$ cat config.mk
export PLATFORM = sky130hd
export DESIGN_NAME = tw_core
export DESIGN_NICKNAME = d
export VERILOG_FILES = /design/src/tw_pkg.sv /design/src/tw_sync.sv /design/src/tw_core.sv
export VERILOG_INCLUDE_DIRS = /design/src
export SDC_FILE = /design/constraint.sdc
export NUM_CORES = 1
export LEC_CHECK = 0
export BUFFER_PORTS_ARGS = -buffer_cell sky130_fd_sc_hd__buf_4
export CORE_MARGIN = 2
export CORE_UTILIZATION = 58
export CTS_CLUSTER_DIAMETER = 40
export CTS_CLUSTER_SIZE = 24
export DETAILED_ROUTE_END_ITERATION = 8
export PLACE_DENSITY = 0.91
export SKIP_CTS_REPAIR_TIMING = 1
export SYNTH_ARGS = -nofsm -noshare
export SYNTH_HDL_FRONTEND = slang
export SYNTH_HIERARCHICAL = 1
export SYNTH_SLANG_ARGS = --single-unit
$ cat constraint.sdc
create_clock -name pclk -period 2.8 [get_ports pclk]
set_input_delay 0.42 -clock pclk [delete_from_list [all_inputs] [get_ports pclk]]
set_output_delay 0.42 -clock pclk [all_outputs]
set_load 0.05 [all_outputs]
$ cat src/tw_defs.svh
/*
  Constants of the two-wire serial unit: register offsets, control bit positions,
  status codes, reset values and bus timing.
  Assumes inclusion by bare name from any file that needs them; definitions only.
*/
`ifndef TW_DEFS_SVH
`define TW_DEFS_SVH

// ==========================================================================
// Register byte offsets on the APB word map
`define TW_OFF_CTRL 8'h00
`define TW_OFF_STAT 8'h04
`define TW_OFF_DATA 8'h08
`define TW_OFF_ADDR 8'h0c

// ==========================================================================
// Control register bit positions
`define TW_B_FLAG 7
`define TW_B_ACK 6
`define TW_B_STA 5
`define TW_B_STO 4
`define TW_B_WCOL 3
`define TW_B_EN 2
`define TW_B_IE 0

// ==========================================================================
// Reset values
`define TW_RST_BYTE 8'h00
`define TW_RST_CODE 8'hf8

// ==========================================================================
// Status codes, prescaler bits zero
`define TW_CODE_START 8'h08
`define TW_CODE_RSTART 8'h10
`define TW_CODE_AW_ACK 8'h18
`define TW_CODE_AW_NACK 8'h20
`define TW_CODE_DTX_ACK 8'h28
`define TW_CODE_DTX_NACK 8'h30
`define TW_CODE_ARB_LOST 8'h38
`define TW_CODE_AR_ACK 8'h40
`define TW_CODE_AR_NACK 8'h48
`define TW_CODE_DRX_ACK 8'h50
`define TW_CODE_DRX_NACK 8'h58
`define TW_CODE_OWN_W 8'h60
`define TW_CODE_OWN_W_LOST 8'h68
`define TW_CODE_GC_W 8'h70
`define TW_CODE_GC_W_LOST 8'h78
`define TW_CODE_OWN_D_ACK 8'h80
`define TW_CODE_OWN_D_NACK 8'h88
`define TW_CODE_GC_D_ACK 8'h90
`define TW_CODE_GC_D_NACK 8'h98
`define TW_CODE_OWN_R 8'ha8

// ==========================================================================
// Timing and general call address
`define TW_CLK_PERIOD_NS 8
`define TW_SCL_HALF_NS 5000
`define TW_GC_ADDR 7'h00

`endif

$ cat src/tw_pkg.sv
/*
  Types of the two-wire serial unit.
  Assumes nothing; used by scoped name only.
*/
package tw_pkg;

  // ==========================================================================
  // Sequencer states
  typedef enum logic [2:0] {
    s_idle = 3'b000,
    s_mstart = 3'b001,
    s_mrestart = 3'b010,
    s_mbyte = 3'b011,
    s_mstop = 3'b100,
    s_wait = 3'b101,
    s_sbits = 3'b110,
    s_sack = 3'b111
  } tw_state_t;

endpackage

$ cat src/tw_sync.sv
/*
  Two-flop synchroniser for a group of pin inputs.
  Assumes inputs are asynchronous to clk; only the second stage leaves the module.
*/
`timescale 1ns/1ps
`default_nettype none

module tw_sync #(
  parameter int W = 2
) (
  input wire logic clk,
  input wire logic rst_n,
  input wire logic [W-1:0] d,
  output logic [W-1:0] q
);

  logic [W-1:0] meta_ff;

  // ==========================================================================
  // Idle bus level is high, so both stages reset high
  always_ff @(posedge clk or negedge rst_n) begin
    if (!rst_n) begin
      meta_ff <= '1;
      q <= '1;
    end else begin
      meta_ff <= d;
      q <= meta_ff;
    end
  end

endmodule // tw_sync

`default_nettype wire

$ cat src/tw_core.sv
/*
  Two-wire serial unit: master receiver/transmitter sequencing, slave receiver
  entry, address match with sleep wake-up, and an APB register slave.
  Assumes open-drain pads outside resolve scl/sda from the enables, and a power
  manager that raises deep_sleep for every sleep mode except idle.
*/
// The implementer's own choices: the APB slave port and the address map.
// Summary of operation
// - A start request waits for a free bus, then drives START.
// - After START the flag sets with status 0x08.
// - Address direction bit selects master transmit or master receive.
// - Writing one to the flag clears it and lets the sequence continue.
// - After the read address and its acknowledge: status 0x38, 0x40 or 0x48.
// - In 0x40/0x50 a clear receives a byte, ACK per ack_enable.
// - In 0x48/0x58 start/stop bits pick restart, stop, or stop then start.
// - Status 0x38: release bus, or queue START until the bus frees.
// - After repeated START, a read address stays receive, write switches.
// - Received byte sits in the data register when the flag sets.
// - Repeated START keeps bus ownership without a STOP.
// - Own address from bits 7:1; bit 0 enables general call 0x00.
// - Own or general call address with write enters slave receive, flag sets.
// - Losing arbitration then being addressed reports 0x68 or 0x78.
// - ack_enable cleared mid-transfer gives NOT ACK after next data byte.
// - ack_enable low ignores own address but keeps watching the bus.
// - In deep sleep with ack_enable set, address match still works and wakes.
// - After a wake-up match SCL stays low until the flag is cleared.
// - Data register is not updated while asleep.
`timescale 1ns/1ps
`default_nettype none
`include "tw_defs.svh"

module tw_core #(
  parameter int AW = 8,
  parameter int HALF_CYC = (`TW_SCL_HALF_NS + `TW_CLK_PERIOD_NS - 1) / `TW_CLK_PERIOD_NS
) (
  input wire logic pclk,
  input wire logic presetn,
  input wire logic psel,
  input wire logic penable,
  input wire logic pwrite,
  input wire logic [AW-1:0] paddr,
  input wire logic [31:0] pwdata,
  output logic [31:0] prdata,
  output logic pready,
  output logic pslverr,
  input wire logic scl_i,
  output logic scl_o,
  output logic scl_oe,
  input wire logic sda_i,
  output logic sda_o,
  output logic sda_oe,
  input wire logic deep_sleep,
  output logic wake_req
);

  localparam logic [15:0] HALF_M1 = 16'(HALF_CYC - 1);
  localparam logic [15:0] QTR = 16'(HALF_CYC / 2);

  tw_pkg::tw_state_t state_ff;
  logic scl_s, sda_s, scl_q, sda_q;
  logic scl_rise, scl_fall, start_det, stop_det, busy_ff;
  logic [15:0] cnt_ff;
  logic [1:0] phase_ff;
  logic [3:0] bit_ff;
  logic [7:0] sh_ff, status_ff, data_ff, own_ff;
  logic tx_ff, addr_ph_ff, lost_ff, gc_ff, dir_ff, ack_out_ff, rs_ff;
  logic set_ff, stop_done_ff, load_ff;
  logic flag_ff, ack_en_ff, sta_ff, sto_ff, wcol_ff, en_ff, ie_ff;
  logic half_done, qtr_pt, addr_hit, gc_hit, bit_drv, ackd;
  logic apb_acc, wr_go, rd_go, reg_hit;
  logic [7:0] rd_byte;

  // ==========================================================================
  // Pin sampling and bus condition detection
  tw_sync #(.W(2)) u_sync (
    .clk(pclk),
    .rst_n(presetn),
    .d({scl_i, sda_i}),
    .q({scl_s, sda_s})
  );

  always_ff @(posedge pclk or negedge presetn) begin
    if (!presetn) begin
      scl_q <= 1'b1;
      sda_q <= 1'b1;
    end else begin
      scl_q <= scl_s;
      sda_q <= sda_s;
    end
  end

  assign scl_rise = scl_s & ~scl_q;
  assign scl_fall = ~scl_s & scl_q;
  assign start_det = scl_s & scl_q & sda_q & ~sda_s;
  assign stop_det = scl_s & scl_q & ~sda_q & sda_s;

  // Bus is free between a STOP and the next START
  always_ff @(posedge pclk or negedge presetn) begin
    if (!presetn) begin
      busy_ff <= 1'b0;
    end else if (start_det) begin
      busy_ff <= 1'b1;
    end else if (stop_det || !en_ff) begin
      busy_ff <= 1'b0;
    end
  end

  // ==========================================================================
  // Combinational helpers
  assign half_done = (cnt_ff == HALF_M1);
  assign qtr_pt = (cnt_ff == QTR);
  assign gc_hit = own_ff[0] && (sh_ff[7:1] == `TW_GC_ADDR);
  // ack_enable gates recognition; the bus is still followed while it is low
  assign addr_hit = ack_en_ff && ((sh_ff[7:1] == own_ff[7:1]) || gc_hit);
  assign bit_drv = (bit_ff < 4'd8) ? (tx_ff & ~sh_ff[7]) : (~tx_ff & ack_out_ff);
  assign ackd = ~sda_s;

  // ==========================================================================
  // Bus sequencer
  always_ff @(posedge pclk or negedge presetn) begin
    if (!presetn) begin
      state_ff <= tw_pkg::s_idle;
      cnt_ff <= 16'h0000;
      phase_ff <= 2'h0;
      bit_ff <= 4'h0;
      sh_ff <= `TW_RST_BYTE;
      status_ff <= `TW_RST_CODE;
      tx_ff <= 1'b0;
      addr_ph_ff <= 1'b0;
      lost_ff <= 1'b0;
      gc_ff <= 1'b0;
      dir_ff <= 1'b0;
      ack_out_ff <= 1'b0;
      rs_ff <= 1'b0;
      set_ff <= 1'b0;
      stop_done_ff <= 1'b0;
      load_ff <= 1'b0;
      scl_oe <= 1'b0;
      sda_oe <= 1'b0;
    end else if (!en_ff) begin
      state_ff <= tw_pkg::s_idle;
      scl_oe <= 1'b0;
      sda_oe <= 1'b0;
      set_ff <= 1'b0;
      stop_done_ff <= 1'b0;
      load_ff <= 1'b0;
    end else begin
      set_ff <= 1'b0;
      stop_done_ff <= 1'b0;
      load_ff <= 1'b0;
      case (state_ff)
        tw_pkg::s_idle: begin
          scl_oe <= 1'b0;
          sda_oe <= 1'b0;
          cnt_ff <= 16'h0000;
          phase_ff <= 2'h0;
          if (start_det) begin
            state_ff <= tw_pkg::s_sbits;
            bit_ff <= 4'h0;
            addr_ph_ff <= 1'b1;
            lost_ff <= 1'b0;
          end else if (sta_ff && !busy_ff && !deep_sleep) begin
            state_ff <= tw_pkg::s_mstart;
            sda_oe <= 1'b1;
            rs_ff <= 1'b0;
          end
        end
        tw_pkg::s_mstart: begin
          cnt_ff <= half_done ? 16'h0000 : cnt_ff + 16'h0001;
          if (half_done && phase_ff == 2'h0) begin
            phase_ff <= 2'h1;
            scl_oe <= 1'b1;
          end else if (half_done) begin
            status_ff <= rs_ff ? `TW_CODE_RSTART : `TW_CODE_START;
            set_ff <= 1'b1;
            state_ff <= tw_pkg::s_wait;
          end
        end
        tw_pkg::s_mrestart: begin
          // Ownership is never given up here: no STOP between the two frames
          if (phase_ff == 2'h0) begin
            cnt_ff <= half_done ? 16'h0000 : cnt_ff + 16'h0001;
            if (qtr_pt) begin
              sda_oe <= 1'b0;
            end
            if (half_done) begin
              phase_ff <= 2'h1;
              scl_oe <= 1'b0;
            end
          end else if (!scl_s) begin
            cnt_ff <= 16'h0000;
          end else if (half_done) begin
            cnt_ff <= 16'h0000;
            phase_ff <= 2'h0;
            sda_oe <= 1'b1;
            rs_ff <= 1'b1;
            state_ff <= tw_pkg::s_mstart;
          end else begin
            cnt_ff <= cnt_ff + 16'h0001;
          end
        end
        tw_pkg::s_mstop: begin
          if (phase_ff == 2'h0) begin
            cnt_ff <= half_done ? 16'h0000 : cnt_ff + 16'h0001;
            if (qtr_pt) begin
              sda_oe <= 1'b1;
            end
            if (half_done) begin
              phase_ff <= 2'h1;
              scl_oe <= 1'b0;
            end
          end else if (phase_ff == 2'h1) begin
            if (!scl_s) begin
              cnt_ff <= 16'h0000;
            end else if (half_done) begin
              cnt_ff <= 16'h0000;
              phase_ff <= 2'h2;
              sda_oe <= 1'b0;
            end else begin
              cnt_ff <= cnt_ff + 16'h0001;
            end
          end else begin
            cnt_ff <= half_done ? 16'h0000 : cnt_ff + 16'h0001;
            if (half_done) begin
              stop_done_ff <= 1'b1;
              state_ff <= tw_pkg::s_idle;
            end
          end
        end
        tw_pkg::s_mbyte: begin
          if (phase_ff == 2'h0) begin
            cnt_ff <= half_done ? 16'h0000 : cnt_ff + 16'h0001;
            if (qtr_pt) begin
              sda_oe <= bit_drv;
            end
            if (half_done) begin
              phase_ff <= 2'h1;
              scl_oe <= 1'b0;
            end
          end else if (!scl_s) begin
            cnt_ff <= 16'h0000;
          end else if (!half_done) begin
            cnt_ff <= cnt_ff + 16'h0001;
          end else if (bit_ff < 4'd8) begin
            cnt_ff <= 16'h0000;
            sh_ff <= {sh_ff[6:0], sda_s};
            bit_ff <= bit_ff + 4'd1;
            if (tx_ff && sh_ff[7] && !sda_s) begin
              // Lost arbitration: follow the winner as a passive receiver
              state_ff <= tw_pkg::s_sbits;
              lost_ff <= 1'b1;
              sda_oe <= 1'b0;
            end else begin
              phase_ff <= 2'h0;
              scl_oe <= 1'b1;
            end
          end else begin
            cnt_ff <= 16'h0000;
            phase_ff <= 2'h0;
            scl_oe <= 1'b1;
            set_ff <= 1'b1;
            state_ff <= tw_pkg::s_wait;
            if (addr_ph_ff && dir_ff) begin
              status_ff <= ackd ? `TW_CODE_AR_ACK : `TW_CODE_AR_NACK;
            end else if (addr_ph_ff) begin
              status_ff <= ackd ? `TW_CODE_AW_ACK : `TW_CODE_AW_NACK;
            end else if (tx_ff) begin
              status_ff <= ackd ? `TW_CODE_DTX_ACK : `TW_CODE_DTX_NACK;
            end else begin
              status_ff <= ack_out_ff ? `TW_CODE_DRX_ACK : `TW_CODE_DRX_NACK;
              load_ff <= 1'b1;
            end
          end
        end
        tw_pkg::s_wait: begin
          scl_oe <= 1'b1;
          cnt_ff <= 16'h0000;
          phase_ff <= 2'h0;
          bit_ff <= 4'h0;
          if (!flag_ff && !set_ff) begin
            case (status_ff)
              `TW_CODE_START, `TW_CODE_RSTART: begin
                sh_ff <= data_ff;
                dir_ff <= data_ff[0];
                tx_ff <= 1'b1;
                addr_ph_ff <= 1'b1;
                state_ff <= tw_pkg::s_mbyte;
              end
              `TW_CODE_AW_ACK, `TW_CODE_AW_NACK, `TW_CODE_DTX_ACK, `TW_CODE_DTX_NACK,
              `TW_CODE_AR_NACK, `TW_CODE_DRX_NACK: begin
                if (sto_ff) begin
                  state_ff <= tw_pkg::s_mstop;
                end else if (sta_ff) begin
                  state_ff <= tw_pkg::s_mrestart;
                end else if (status_ff[7:4] == 4'h4 || status_ff[7:4] == 4'h5) begin
                  state_ff <= tw_pkg::s_mstop;
                end else begin
                  sh_ff <= data_ff;
                  tx_ff <= 1'b1;
                  addr_ph_ff <= 1'b0;
                  state_ff <= tw_pkg::s_mbyte;
                end
              end
              `TW_CODE_AR_ACK, `TW_CODE_DRX_ACK: begin
                tx_ff <= 1'b0;
                addr_ph_ff <= 1'b0;
                ack_out_ff <= ack_en_ff;
                state_ff <= tw_pkg::s_mbyte;
              end
              `TW_CODE_OWN_W, `TW_CODE_OWN_W_LOST, `TW_CODE_GC_W, `TW_CODE_GC_W_LOST,
              `TW_CODE_OWN_D_ACK, `TW_CODE_GC_D_ACK: begin
                scl_oe <= 1'b0;
                addr_ph_ff <= 1'b0;
                lost_ff <= 1'b0;
                state_ff <= tw_pkg::s_sbits;
              end
              default: begin
                // Lost arbitration and finished slave frames release the bus
                scl_oe <= 1'b0;
                sda_oe <= 1'b0;
                state_ff <= tw_pkg::s_idle;
              end
            endcase
          end
        end
        tw_pkg::s_sbits: begin
          scl_oe <= 1'b0;
          if (stop_det) begin
            state_ff <= tw_pkg::s_idle;
          end else if (start_det) begin
            bit_ff <= 4'h0;
            addr_ph_ff <= 1'b1;
          end else if (scl_rise && bit_ff < 4'd8) begin
            sh_ff <= {sh_ff[6:0], sda_s};
            bit_ff <= bit_ff + 4'd1;
          end else if (scl_fall && bit_ff == 4'd8) begin
            if (addr_ph_ff && addr_hit) begin
              sda_oe <= 1'b1;
              gc_ff <= gc_hit;
              state_ff <= tw_pkg::s_sack;
              if (sh_ff[0]) begin
                status_ff <= `TW_CODE_OWN_R;
              end else if (gc_hit) begin
                status_ff <= lost_ff ? `TW_CODE_GC_W_LOST : `TW_CODE_GC_W;
              end else begin
                status_ff <= lost_ff ? `TW_CODE_OWN_W_LOST : `TW_CODE_OWN_W;
              end
            end else if (lost_ff) begin
              status_ff <= `TW_CODE_ARB_LOST;
              set_ff <= 1'b1;
              scl_oe <= 1'b1;
              state_ff <= tw_pkg::s_wait;
            end else if (addr_ph_ff) begin
              state_ff <= tw_pkg::s_idle;
            end else begin
              // Byte after ack_enable dropped is answered with a released line
              sda_oe <= ack_en_ff;
              load_ff <= 1'b1;
              state_ff <= tw_pkg::s_sack;
              if (gc_ff) begin
                status_ff <= ack_en_ff ? `TW_CODE_GC_D_ACK : `TW_CODE_GC_D_NACK;
              end else begin
                status_ff <= ack_en_ff ? `TW_CODE_OWN_D_ACK : `TW_CODE_OWN_D_NACK;
              end
            end
          end
        end
        tw_pkg::s_sack: begin
          if (scl_fall) begin
            sda_oe <= 1'b0;
            scl_oe <= 1'b1;
            set_ff <= 1'b1;
            state_ff <= tw_pkg::s_wait;
          end
        end
        default: begin
          state_ff <= tw_pkg::s_idle;
        end
      endcase
    end
  end

  // Open-drain pads: only the enables move
  always_ff @(posedge pclk or negedge presetn) begin
    if (!presetn) begin
      scl_o <= 1'b0;
      sda_o <= 1'b0;
    end else begin
      scl_o <= 1'b0;
      sda_o <= 1'b0;
    end
  end

  // ==========================================================================
  // Wake request: held until the power manager leaves deep sleep
  always_ff @(posedge pclk or negedge presetn) begin
    if (!presetn) begin
      wake_req <= 1'b0;
    end else if (!deep_sleep) begin
      wake_req <= 1'b0;
    end else if (state_ff == tw_pkg::s_sbits && scl_fall && bit_ff == 4'd8 &&
                 addr_ph_ff && addr_hit) begin
      wake_req <= 1'b1;
    end
  end

  // ==========================================================================
  // APB slave: one wait state, writes land on the completing edge
  assign apb_acc = psel & penable;
  assign wr_go = apb_acc & pwrite & pready;
  assign rd_go = apb_acc & ~pwrite & ~pready;
  assign reg_hit = (paddr == AW'(`TW_OFF_CTRL)) || (paddr == AW'(`TW_OFF_STAT)) ||
                   (paddr == AW'(`TW_OFF_DATA)) || (paddr == AW'(`TW_OFF_ADDR));

  always_comb begin
    rd_byte = 8'h00;
    if (paddr == AW'(`TW_OFF_CTRL)) begin
      rd_byte = {flag_ff, ack_en_ff, sta_ff, sto_ff, wcol_ff, en_ff, 1'b0, ie_ff};
    end else if (paddr == AW'(`TW_OFF_STAT)) begin
      rd_byte = {status_ff[7:3], 3'b000};
    end else if (paddr == AW'(`TW_OFF_DATA)) begin
      rd_byte = data_ff;
    end else if (paddr == AW'(`TW_OFF_ADDR)) begin
      rd_byte = own_ff;
    end
  end

  always_ff @(posedge pclk or negedge presetn) begin
    if (!presetn) begin
      pready <= 1'b0;
      pslverr <= 1'b0;
      prdata <= 32'h00000000;
    end else begin
      pready <= apb_acc & ~pready;
      pslverr <= apb_acc & ~pready & ~reg_hit;
      if (rd_go) begin
        prdata <= {24'h000000, rd_byte};
      end
    end
  end

  // ==========================================================================
  // Control register
  always_ff @(posedge pclk or negedge presetn) begin
    if (!presetn) begin
      flag_ff <= 1'b0;
      ack_en_ff <= 1'b0;
      sta_ff <= 1'b0;
      sto_ff <= 1'b0;
      en_ff <= 1'b0;
      ie_ff <= 1'b0;
    end else begin
      // Hardware set wins over a clear written in the same cycle
      if (set_ff) begin
        flag_ff <= 1'b1;
      end else if (wr_go && paddr == AW'(`TW_OFF_CTRL) && pwdata[`TW_B_FLAG]) begin
        flag_ff <= 1'b0;
      end
      if (wr_go && paddr == AW'(`TW_OFF_CTRL)) begin
        ack_en_ff <= pwdata[`TW_B_ACK];
        sta_ff <= pwdata[`TW_B_STA];
        en_ff <= pwdata[`TW_B_EN];
        ie_ff <= pwdata[`TW_B_IE];
      end
      if (wr_go && paddr == AW'(`TW_OFF_CTRL)) begin
        sto_ff <= pwdata[`TW_B_STO];
      end else if (stop_done_ff) begin
        sto_ff <= 1'b0;
      end
    end
  end

  // ==========================================================================
  // Data, collision and own address registers
  always_ff @(posedge pclk or negedge presetn) begin
    if (!presetn) begin
      data_ff <= `TW_RST_BYTE;
      wcol_ff <= 1'b0;
    end else begin
      if (load_ff && !deep_sleep) begin
        data_ff <= sh_ff;
      end else if (wr_go && paddr == AW'(`TW_OFF_DATA) && flag_ff) begin
        data_ff <= pwdata[7:0];
      end
      if (wr_go && paddr == AW'(`TW_OFF_DATA)) begin
        wcol_ff <= ~flag_ff;
      end
    end
  end

  always_ff @(posedge pclk or negedge presetn) begin
    if (!presetn) begin
      own_ff <= `TW_RST_BYTE;
    end else if (wr_go && paddr == AW'(`TW_OFF_ADDR)) begin
      own_ff <= pwdata[7:0];
    end
  end

endmodule // tw_core

`default_nettype wire

Word level (Yosys, flattened, before mapping)
Cells that the tools add are included.
{ "classes": {"n_addsub": 2, "order_cmp": 1, "n_eq_ne": 115, "muxes": 219, "bitwise_logic": 29, "n_reduce_logical": 77} }
{ "op_table": {"columns": ["cell", "count"], "rows": [
  ["$mux W8", 31],
  ["$mux W1", 102],
  ["$mux W3", 28],
  ["$mux W16", 5],
  ["$ne A3 B3 Y1 const B", 25],
  ["$ne A4 B4 Y1 const B", 18],
  ["$eq A8 B7 Y1 const B", 8],
  ["$pmux W16 S4", 1],
  ["$mux W4", 14],
  ["$pmux W8 S3", 2],
  ["$ne A2 B2 Y1 const B", 22],
  ["$mux W2", 14],
  ["$eq A8 B4 Y1 const B", 3],
  ["$eq A8 B6 Y1 const B", 3],
  ["$pmux W3 S8", 1],
  ["$logic_and A1 B1 Y1", 22],
  ["$reduce_and A22 Y1", 1],
  ["$mux W7", 3],
  ["$ne A3 B2 Y1 const B", 7],
  ["$reduce_and A7 Y1", 3],
  ["$mux W5", 4],
  ["$reduce_and A18 Y1", 1],
  ["$add A16 B1 Y16 const B", 1],
  ["$and A1 B1 Y1", 16],
  ["other kinds (53)", 108]
]} }
{ "word_totals": {"ff_bits": 94, "in_bits": 48, "out_inout_bits": 39, "wordCells": 479} }

Logic depth before layout (Yosys ltp)
Gate-level depths: netlist of run 1.
{ "logic_depth": {"ltp_word": 12, "depth_mapped": 10, "mapped_depth_nobuf": 9} }

Cells and area by module
The synthesis of run 1 kept the hierarchy.
{ "by_module_without_submodules": {"columns": ["module", "n_inst", "cells_each", "area_each_um2", "seq_area_each_um2"], "rows": [
  ["tw_core", 1, 631, 5595.4, 2185.8],
  ["tw_sync", 1, 4, 105.1, 105.1]
]} }

Worst setup path before layout of run 1
OpenSTA, ideal clock, no wires.
{ "synth_path": {"kind": "flip-flop to flip-flop", "start": "register cnt_ff[0]", "end": "register status_ff[4]", "setup_time_ns": 0.085, "arrival_time_ns": 2.369, "t_required_ns": 2.715, "slack_ns": 0.346, "path_stages_with_launch": 11, "path_buffers": 1, "period_less_slack_ns": 2.454, "path_cell_list": "dfrtp_1 > inv_1 > ha_1 > or3b_2 > nor4_4 > and3_4 > o21ai_4 > a21oi_4 > and2_1 > buf_4 > mux2_1"} }
{ "synth_between": {"elab_chain_len": 4, "elab_cells_between_ends": 6, "cone_classes": "eq/ne (4); reduce/logical (2)"} }
{ "synth_rtl": {"columns": ["item", "line_no", "text"], "rows": [
  ["start, declared", "tw_core.sv:62", "logic [15:0] cnt_ff;"],
  ["start signal, assigned", "tw_core.sv:169", "cnt_ff <= half_done ? 16'h0000 : cnt_ff + 16'h0001;"],
  ["start signal, assigned", "tw_core.sv:182", "cnt_ff <= half_done ? 16'h0000 : cnt_ff + 16'h0001;"],
  ["start signal, assigned", "tw_core.sv:199", "cnt_ff <= cnt_ff + 16'h0001;"],
  ["$eq A16 B10 Y1 *", "tw_core.sv:110", "assign half_done = (cnt_ff == HALF_M1);"],
  ["$logic_and A1 B1 Y1", "tw_core.sv:170", "if (half_done && phase_ff == 2'h0) begin"],
  ["$ne A2 B2 Y1 (no line)", null, null],
  ["$reduce_and A13 Y1 (no line) *", null, null],
  ["end signal, assigned", "tw_core.sv:127", "status_ff <= `TW_RST_CODE;"],
  ["end signal, assigned", "tw_core.sv:174", "status_ff <= rs_ff ? `TW_CODE_RSTART : `TW_CODE_START;"],
  ["end signal, assigned", "tw_core.sv:264", "status_ff <= ackd ? `TW_CODE_AR_ACK : `TW_CODE_AR_NACK;"],
  ["end, declared", "tw_core.sv:65", "logic [7:0] sh_ff, status_ff, data_ff, own_ff;"]
]} }
Mark *: on every way between the ends. The rest lies on a longest branch, timed or not.
A chain may end at the register's enable or synchronous reset.

Final worst setup path of run 1
{ "layout_path": {"start": "register cnt_ff[1]", "end": "register status_ff[4]"} }
Same word-level chain as after synthesis.

==> reports/metrics.yaml, run 1 <==
pwr:
  power.density_mw_per_mm2: 780
  intPower_mw: 2.74
  seq_power_share: 0.375
  p_leak_nw: 2.85
  p_comb_frac: 0.435
  switching_share: 0.437
  peakVddDrop_v: 0.000498
  switchingPower_mw: 2.13
  clkPwrFrac: 0.190
clocking:
  cts_sinks: 91
  clkLatencyLatePin_ps: 370
  root_buffer: "clkbuf_8"
  htree_levels: 3
  cts_tree: "yes"
  cts_buffers: 9
  path_clk_slew_ps: 90
  clock_path_buffers: 2
critical_path:
  crit_fanout: 5
  worst_setup_path_end_kind: "flop"
  crit_required_ps: 3080
  cp-start-kind: "flop"
  worstSetupPathType: "flop to flop"
  cp.arrival_ps: 2940
yosys:
  async_flop_share: 1.00
  avgSynthCellArea_um2: 8.98
  syn_inst: 635
  ys_warn_count: 6
  yosys.area.top_type_share: 0.351
  synthTopCellsByArea: "dfrtp_1 35%, nand2_1 5.7%, dfstp_2 5.1%, mux2_2 4.1%, o21ai_0 3.6%"
  yosys.area.top_type: "dfrtp_1"
  synthMostInstantiatedCell: "nand2_1"
  synth_edf_count: 0
  ys_seq_area_frac: 0.402
  syn_area_mm2: 0.00570
  synth_common_cells: "86 x nand2_1, 80 x dfrtp_1, 52 x nor2_1, 41 x o21ai_0"
  synth.distinct_cells: 76
  ys.flop_type: "dfrtp_1"
  synth_seq_cells: 91
drt:
  detail-route-antenna-nets: 0
  wl_per_cell_um: 18.6
  firstDrtPassIters: 9
  via_per_inst: 6.33
  drt_iter0_drc: 426
  remaining_drc_errors: 0
  routed_wl_um: 15000
  vias: 5095
floorplanning:
  dieHeight_um: 103
  coreArea_mm2: 0.00964
  io_pins: 87
  die_area_mm2: 0.0106
  std_cell_rows: 36
  die_w_um: 103
  initial_utilization: 0.591
finish:
  finish.utilization: 0.649
  drive_gt1_frac: 0.183
  area_growth_pct: 9.70
  multi_input_area_mm2: 0.00310
  fillCellCount: 778
  nets: 719
  seqCellArea_mm2: 0.00229
  diodes: 0
hold_path:
  hold_class: "input port to async pin"
global_routing:
  top_usage_layer: "met2"
  grt_max_degree: 64
  grt_antenna_before_repair: 0
  grt_pass1_vias: 4855
  grt_pass1_wl_um: 23700
  use_met2: 0.473
  grt_use_total: 0.290
  use_met1: 0.375
  use_met3: 0.0529
  grt_overflow_total: 0
sta:
  skew_ps: 17.4
  finalWorstSetupSlack_ps: 150
  slew_headroom: 0.161
  setup_violations: 0
  worstMarginPinSlew_ps: 1250
  finalSetupTns_ps: 0
  finalMaxSlewViolations: 0
  fin_crit_ps: 2650
  timing.final.crit_share: 0.947
  max_freq_mhz: 377
  hold_viol: 0
run:
  max_cap_viol_count: 0
place:
  globalplace.congestion: 1.02
  dp_hpwl_um: 10800
  place_ws_ps: 104
  port_buffers: 36
status:
  status: "finished clean"
[critical path, cell delays in order, from the launching register on]
cell and delay [ps]:
dfrtp_1 400, inv_1 100, ha_1 150, or3b_2 490, nor4_4 290, nand2_1 210, o2bb2ai_1 190, a41oi_1 150
and2_2 250, mux2_1 340
[routing by layer]
layer  vias up  part of all wire
li1       2294                 -
met1      2401              0.39
met2       341              0.48
met3        59             0.098
met4         0             0.035
met5         -                 0
[layout by cell type (no fill, tap or decap), types with 11 or more instances in the layout]
master   synthesis  routed
inv_1           19      19
mux2i_1         14      14
dfstp_2         11      11
a21oi_1         26      26
nand4_1         14      14
nor3_1          17      17
xor2_1          15      15
mux2_2          21      21
o21ai_0         41      41
buf_4           27      56
nand2_1         86      86
dfrtp_1         80      80
nor2_1          52      52
conb_1           1      26
a31oi_1         12      12
nand3_1         18      18
[power by group through the flow]
stage	sequential, mW	combinational, mW	clock, mW
3_5_place_dp	1.84	2.04	0
2_1_floorplan	1.70	1.63	0
5_1_grt	1.86	2.29	0.992
4_1_cts	1.81	2.07	0.941
6_report	1.83	2.12	0.927
3_3_place_gp	1.82	2.00	0
[registers in the layout, indices dropped and copies added, names as in the netlist, 2 cells and up]
name	cells
state_ff	3
phase_ff	2
data_ff	8
own_ff	8
prdata	8
status_ff	5
cnt_ff	16
u_sync/q	2
sh_ff	8
bit_ff	4
u_sync/meta_ff	2
[kinds of logic (layout without fill, tap and decap cells)]
family / after synthesis / after routing / share of synthesized area
DFF: 91 / 91 / 0.402
xor gates and xnor gates: 22 / 22 / 0.0338
adders and majority gates: 4 / 4 / 0.00878
buffers and inverters: 80 / 92 / 0.0711
and+or+nand+nor: 251 / 251 / 0.224
muxes: 44 / 44 / 0.0944
AOI/OAI and AO/OA: 142 / 142 / 0.166
other: 1 / 26 / 0.000658
[path summary, 6_finish.rpt]
| kind | start | endpoint | slack (ps) | cells past startpoint |
|---|---|---|---|---|
| worst max-delay path | cnt_ff[1] | status_ff[4] | 150 | 9 |
| worst min-delay path | presetn | bit_ff[0] | 140 | 1 |
| worst max register to register | cnt_ff[1] | status_ff[4] | 150 | 9 |
| worst min register to register | u_sync/meta_ff[0] | u_sync/q[0] | 360 | 0 |
| max in group asynchronous | presetn | status_ff[4] | 1930 | 2 |
| min in group pclk | sda_i | u_sync/meta_ff[0] | 160 | 1 |
[stage by stage]
stage | total power, mW | cells | hold slack, ps | cell area, um2
6_report | 4.88 | 805 | 140 | 6250
3_5_place_dp | 3.88 | 789 | 347 | 6050
4_1_cts | 4.82 | 805 | 140 | 6250
3_3_place_gp | 3.81 | 789 | 346 | 6050
5_1_grt | 5.14 | 805 | 140 | 6250
2_1_floorplan | 3.34 | 660 | 124 | 5790
[layout make-up]
cell class,instances,area share
Clock inverter,6,0.0118
Inverter,20,0.0120
Tap cell,133,0.0266
Timing Repair Buffer,56,0.0672
Multi-Input combinational cell,489,0.496
Sequential cell,91,0.366
Clock buffer,10,0.0204
Power figures use the tool's default switching activity.
==> run 2: changes to the inputs <==
--- a/config.mk
+++ b/config.mk
@@ -13,8 +13,8 @@
 export CTS_CLUSTER_SIZE = 24
 export DETAILED_ROUTE_END_ITERATION = 8
 export PLACE_DENSITY = 0.91
+export SETUP_SLACK_MARGIN = 0.1
 export SKIP_CTS_REPAIR_TIMING = 1
 export SYNTH_ARGS = -nofsm -noshare
 export SYNTH_HDL_FRONTEND = slang
-export SYNTH_HIERARCHICAL = 1
 export SYNTH_SLANG_ARGS = --single-unit
==> reports/metrics.yaml, run 2 <==
status:
  status: "finished clean"
critical_path:
  crit_required_ps: 3110  # +30 ps
  cp_cell_sequence: "inv_1 > ha_1 > nor3b_2 > and4_4 > a31oi_4 > a2111o_1 > a211oi_4 > mux2_2"
  cp-start-kind: "flop"
  cp.arrival_ps: 2940  # about the same
  crit_fanout: 6  # +1
  worstSetupPathType: "flop to flop"
  slowest_delay_ps: 480  # about the same
  worst_setup_path_end_kind: "flop"
  crit_start: "cnt_ff[0]"
  critPathSlowestCell: "a2111o_1"
  cpLargestDelayFamily: "compound AO/OA/AOI/OAI gates"
  r2r-start: "cnt_ff[0]"
  crit_buf_inv: 1  # unchanged
finish:
  fillCellCount: 808  # +3.9%
  final_common_cell: "nand2_1"
  diodes: 0  # unchanged
  layout.cells.most_common_list: "82 x nand2_1, 80 x dfrtp_1, 57 x o21ai_0"
  area_growth_pct: 8.32
  drive_gt1_frac: 0.213  # +0.0295
  largest_register_ffs: 16  # unchanged
  fin_cells: 823  # +2.2%
  design_area_mm2: 0.00647  # +3.4%
  top_register: "cnt_ff"
  nets: 734  # +2.1%
hold_path:
  hold_class: "input port to async pin"
sta:
  timing.final.crit_share: 0.937  # -0.00981
  rsz0062_at_grt: "no"
  fin_crit_ps: 2620  # -27.5 ps
  finalSetupTns_ps: 0  # unchanged
  skew_ps: 17.8  # +0.401 ps
  max_freq_mhz: 381  # +1.0%
  hold_viol: 0  # unchanged
  setup_violations: 0  # unchanged
  worstMarginPinSlew_ps: 1260  # +2.86 ps
  finalMaxSlewViolations: 0  # unchanged
  slew_headroom: 0.159  # -0.00192
  finalWorstSetupSlack_ps: 177  # +27.5 ps
floorplanning:
  coreArea_mm2: 0.0101  # +5.2%
  die_w_um: 105  # +2.3%
  std_cell_rows: 37  # +2.8%
  initial_utilization: 0.589  # -0.00234
  dieHeight_um: 105  # +2.3%
  die_area_mm2: 0.0111  # +4.6%
  io_pins: 87  # unchanged
drt:
  detail-route-antenna-nets: 0  # unchanged
  drt_iter0_drc: 573  # +35%
  firstDrtPassIters: 5  # -4
  remaining_drc_errors: 0  # unchanged
  via_per_inst: 6.43  # +1.6%
  wl_per_cell_um: 19.4  # +4.5%
  routed_wl_um: 16000  # +6.8%
  vias: 5293  # +3.9%
global_routing:
  grt_max_degree: 50  # -22%
  grt_antenna_before_repair: 0  # unchanged
  grt_pass1_vias: 5047  # +4.0%
  grt_pass1_wl_um: 25900  # +9.1%
  grt_use_total: 0.295  # +0.00540
  grt_overflow_total: 0  # unchanged
yosys:
  avgSynthCellArea_um2: 9.20  # +2.5%
  synth_seq_cells: 91  # unchanged
  syn_inst: 649  # +2.2%
  async_flop_share: 1.00  # unchanged
  synth_edf_count: 0  # unchanged
  synth_common_cells: "82 x nand2_1, 80 x dfrtp_1, 57 x o21ai_0, 45 x nor2_1, 29 x buf_4"
  yosys.area.top_type_share: 0.335  # -0.0160
  ys_seq_area_frac: 0.384  # -0.0183
  synthMostInstantiatedCell: "nand2_1"
  yosys.area.top_type: "dfrtp_1"
  ys_warn_count: 0  # -6
  syn_area_mm2: 0.00597  # +4.8%
  synthTopCellsByArea: "dfrtp_1 34%, nand2_1 5.2%, dfstp_2 4.8%, o21ai_0 4.8%, mux2_2 4.7%"
  synth.distinct_cells: 83  # +9.2%
  ys.flop_type: "dfrtp_1"
clocking:
  htree_levels: 3  # unchanged
  cts_sinks: 91  # unchanged
  clock_path_buffers: 2  # unchanged
  root_buffer: "clkbuf_8"
  cts_tree: "yes"
  clkLatencyLatePin_ps: 390  # +20 ps
  cts_buffers: 9  # unchanged
  path_clk_slew_ps: 110  # +20 ps
pwr:
  clkPwrFrac: 0.171  # -0.019
  switching_share: 0.456  # +0.0188
  power.density_mw_per_mm2: 827  # +6.0%
  peakVddDrop_v: 0.000397  # -20%
  seq_power_share: 0.349  # -0.026
  p_leak_nw: 2.91  # +1.9%
  p_comb_frac: 0.480  # +0.045
  intPower_mw: 2.91  # +6.0%
  switchingPower_mw: 2.44  # +14%
place:
  dpl-instance-area_mm2: 0.00625  # +3.3%
  dp.cells: 807  # +2.3%
  port_buffers: 36  # unchanged
  place_ws_ps: 156  # +52.0 ps
  globalplace.congestion: 1.00  # -1.7%
  dp_hpwl_um: 11700  # +8.1%
run:
  max_cap_viol_count: 0  # unchanged
-- run 2: changes by cell type after synthesis, moves of 5 or more --
cell / delta
clkbuf_1: -8
nand4_1: -9
or3_1: +6
nor2_1: -7
o31ai_1: +7
a31o_2: +5
o21ai_0: +16
xor2_1: -6
clkbuf_8: +9
-- run 2: worst paths after layout --
path,endpoint,slack (ps),cells past startpoint
min in group pclk,u_sync.meta_ff[0],140,1
hold reg to reg,u_sync.q[0],370,0
setup reg to reg,status_ff[3],180,8
hold / removal,cnt_ff[5],60,1
setup / recovery,status_ff[3],180,8
max in group asynchronous,u_sync.meta_ff[0],2070,2
-- run 2: final cells by class --
| type | instances | area, um2 | share of cell area |
|---|---|---|---|
| Sequential cell | 91 | 2290 | 0.354 |
| Multi-Input combinational cell | 506 | 3300 | 0.510 |
| Clock buffer | 9 | 124 | 0.0191 |
| Clock inverter | 7 | 81.3 | 0.0126 |
| Inverter | 17 | 63.8 | 0.00986 |
| Tap cell | 136 | 170 | 0.0263 |
| Timing Repair Buffer | 57 | 440 | 0.0681 |
-- run 2: cells by family after synthesis --
logic type | Yosys count | share of synthesized area
simple gates | 248 | 0.219
compound gates | 165 | 0.188
other cells | 1 | 0.000628
mux | 47 | 0.0945
fa+ha+maj | 4 | 0.00838
buf+inv | 77 | 0.0823
xor+xnor | 16 | 0.0235
flops | 91 | 0.384
-- run 2: routing by layer --
metal	part of all wire	wire length (um)	up-vias	GRT usage
li1	-	-	2378	-
met1	0.40	6420	2552	0.396
met2	0.48	7710	315	0.480
met3	0.090	1440	48	0.0550
met4	0.027	434	0	0.105
met5	0	0	-	0
-- run 2: per-stage QoR --
step / hold WS, ps / power [mW] / util
final: 55.1 / 5.35 / 0.638
after global routing: 105 / 5.66 / 0.638
after CTS: 74.0 / 5.25 / 0.637
after detailed placement: 356 / 4.33 / 0.616
after global placement: 346 / 4.24 / 0.616
after floorplan: 124 / 3.74 / -
-- run 2: power by group through the flow --
stage               sequential [mW]  clock (mW)  combinational, mW
global placement               1.85           0               2.39
floorplan                      1.72           0               2.02
finish                         1.87       0.914               2.57
detailed placement             1.87           0               2.46
global route                   1.89       0.986               2.77
CTS                            1.85       0.923               2.48
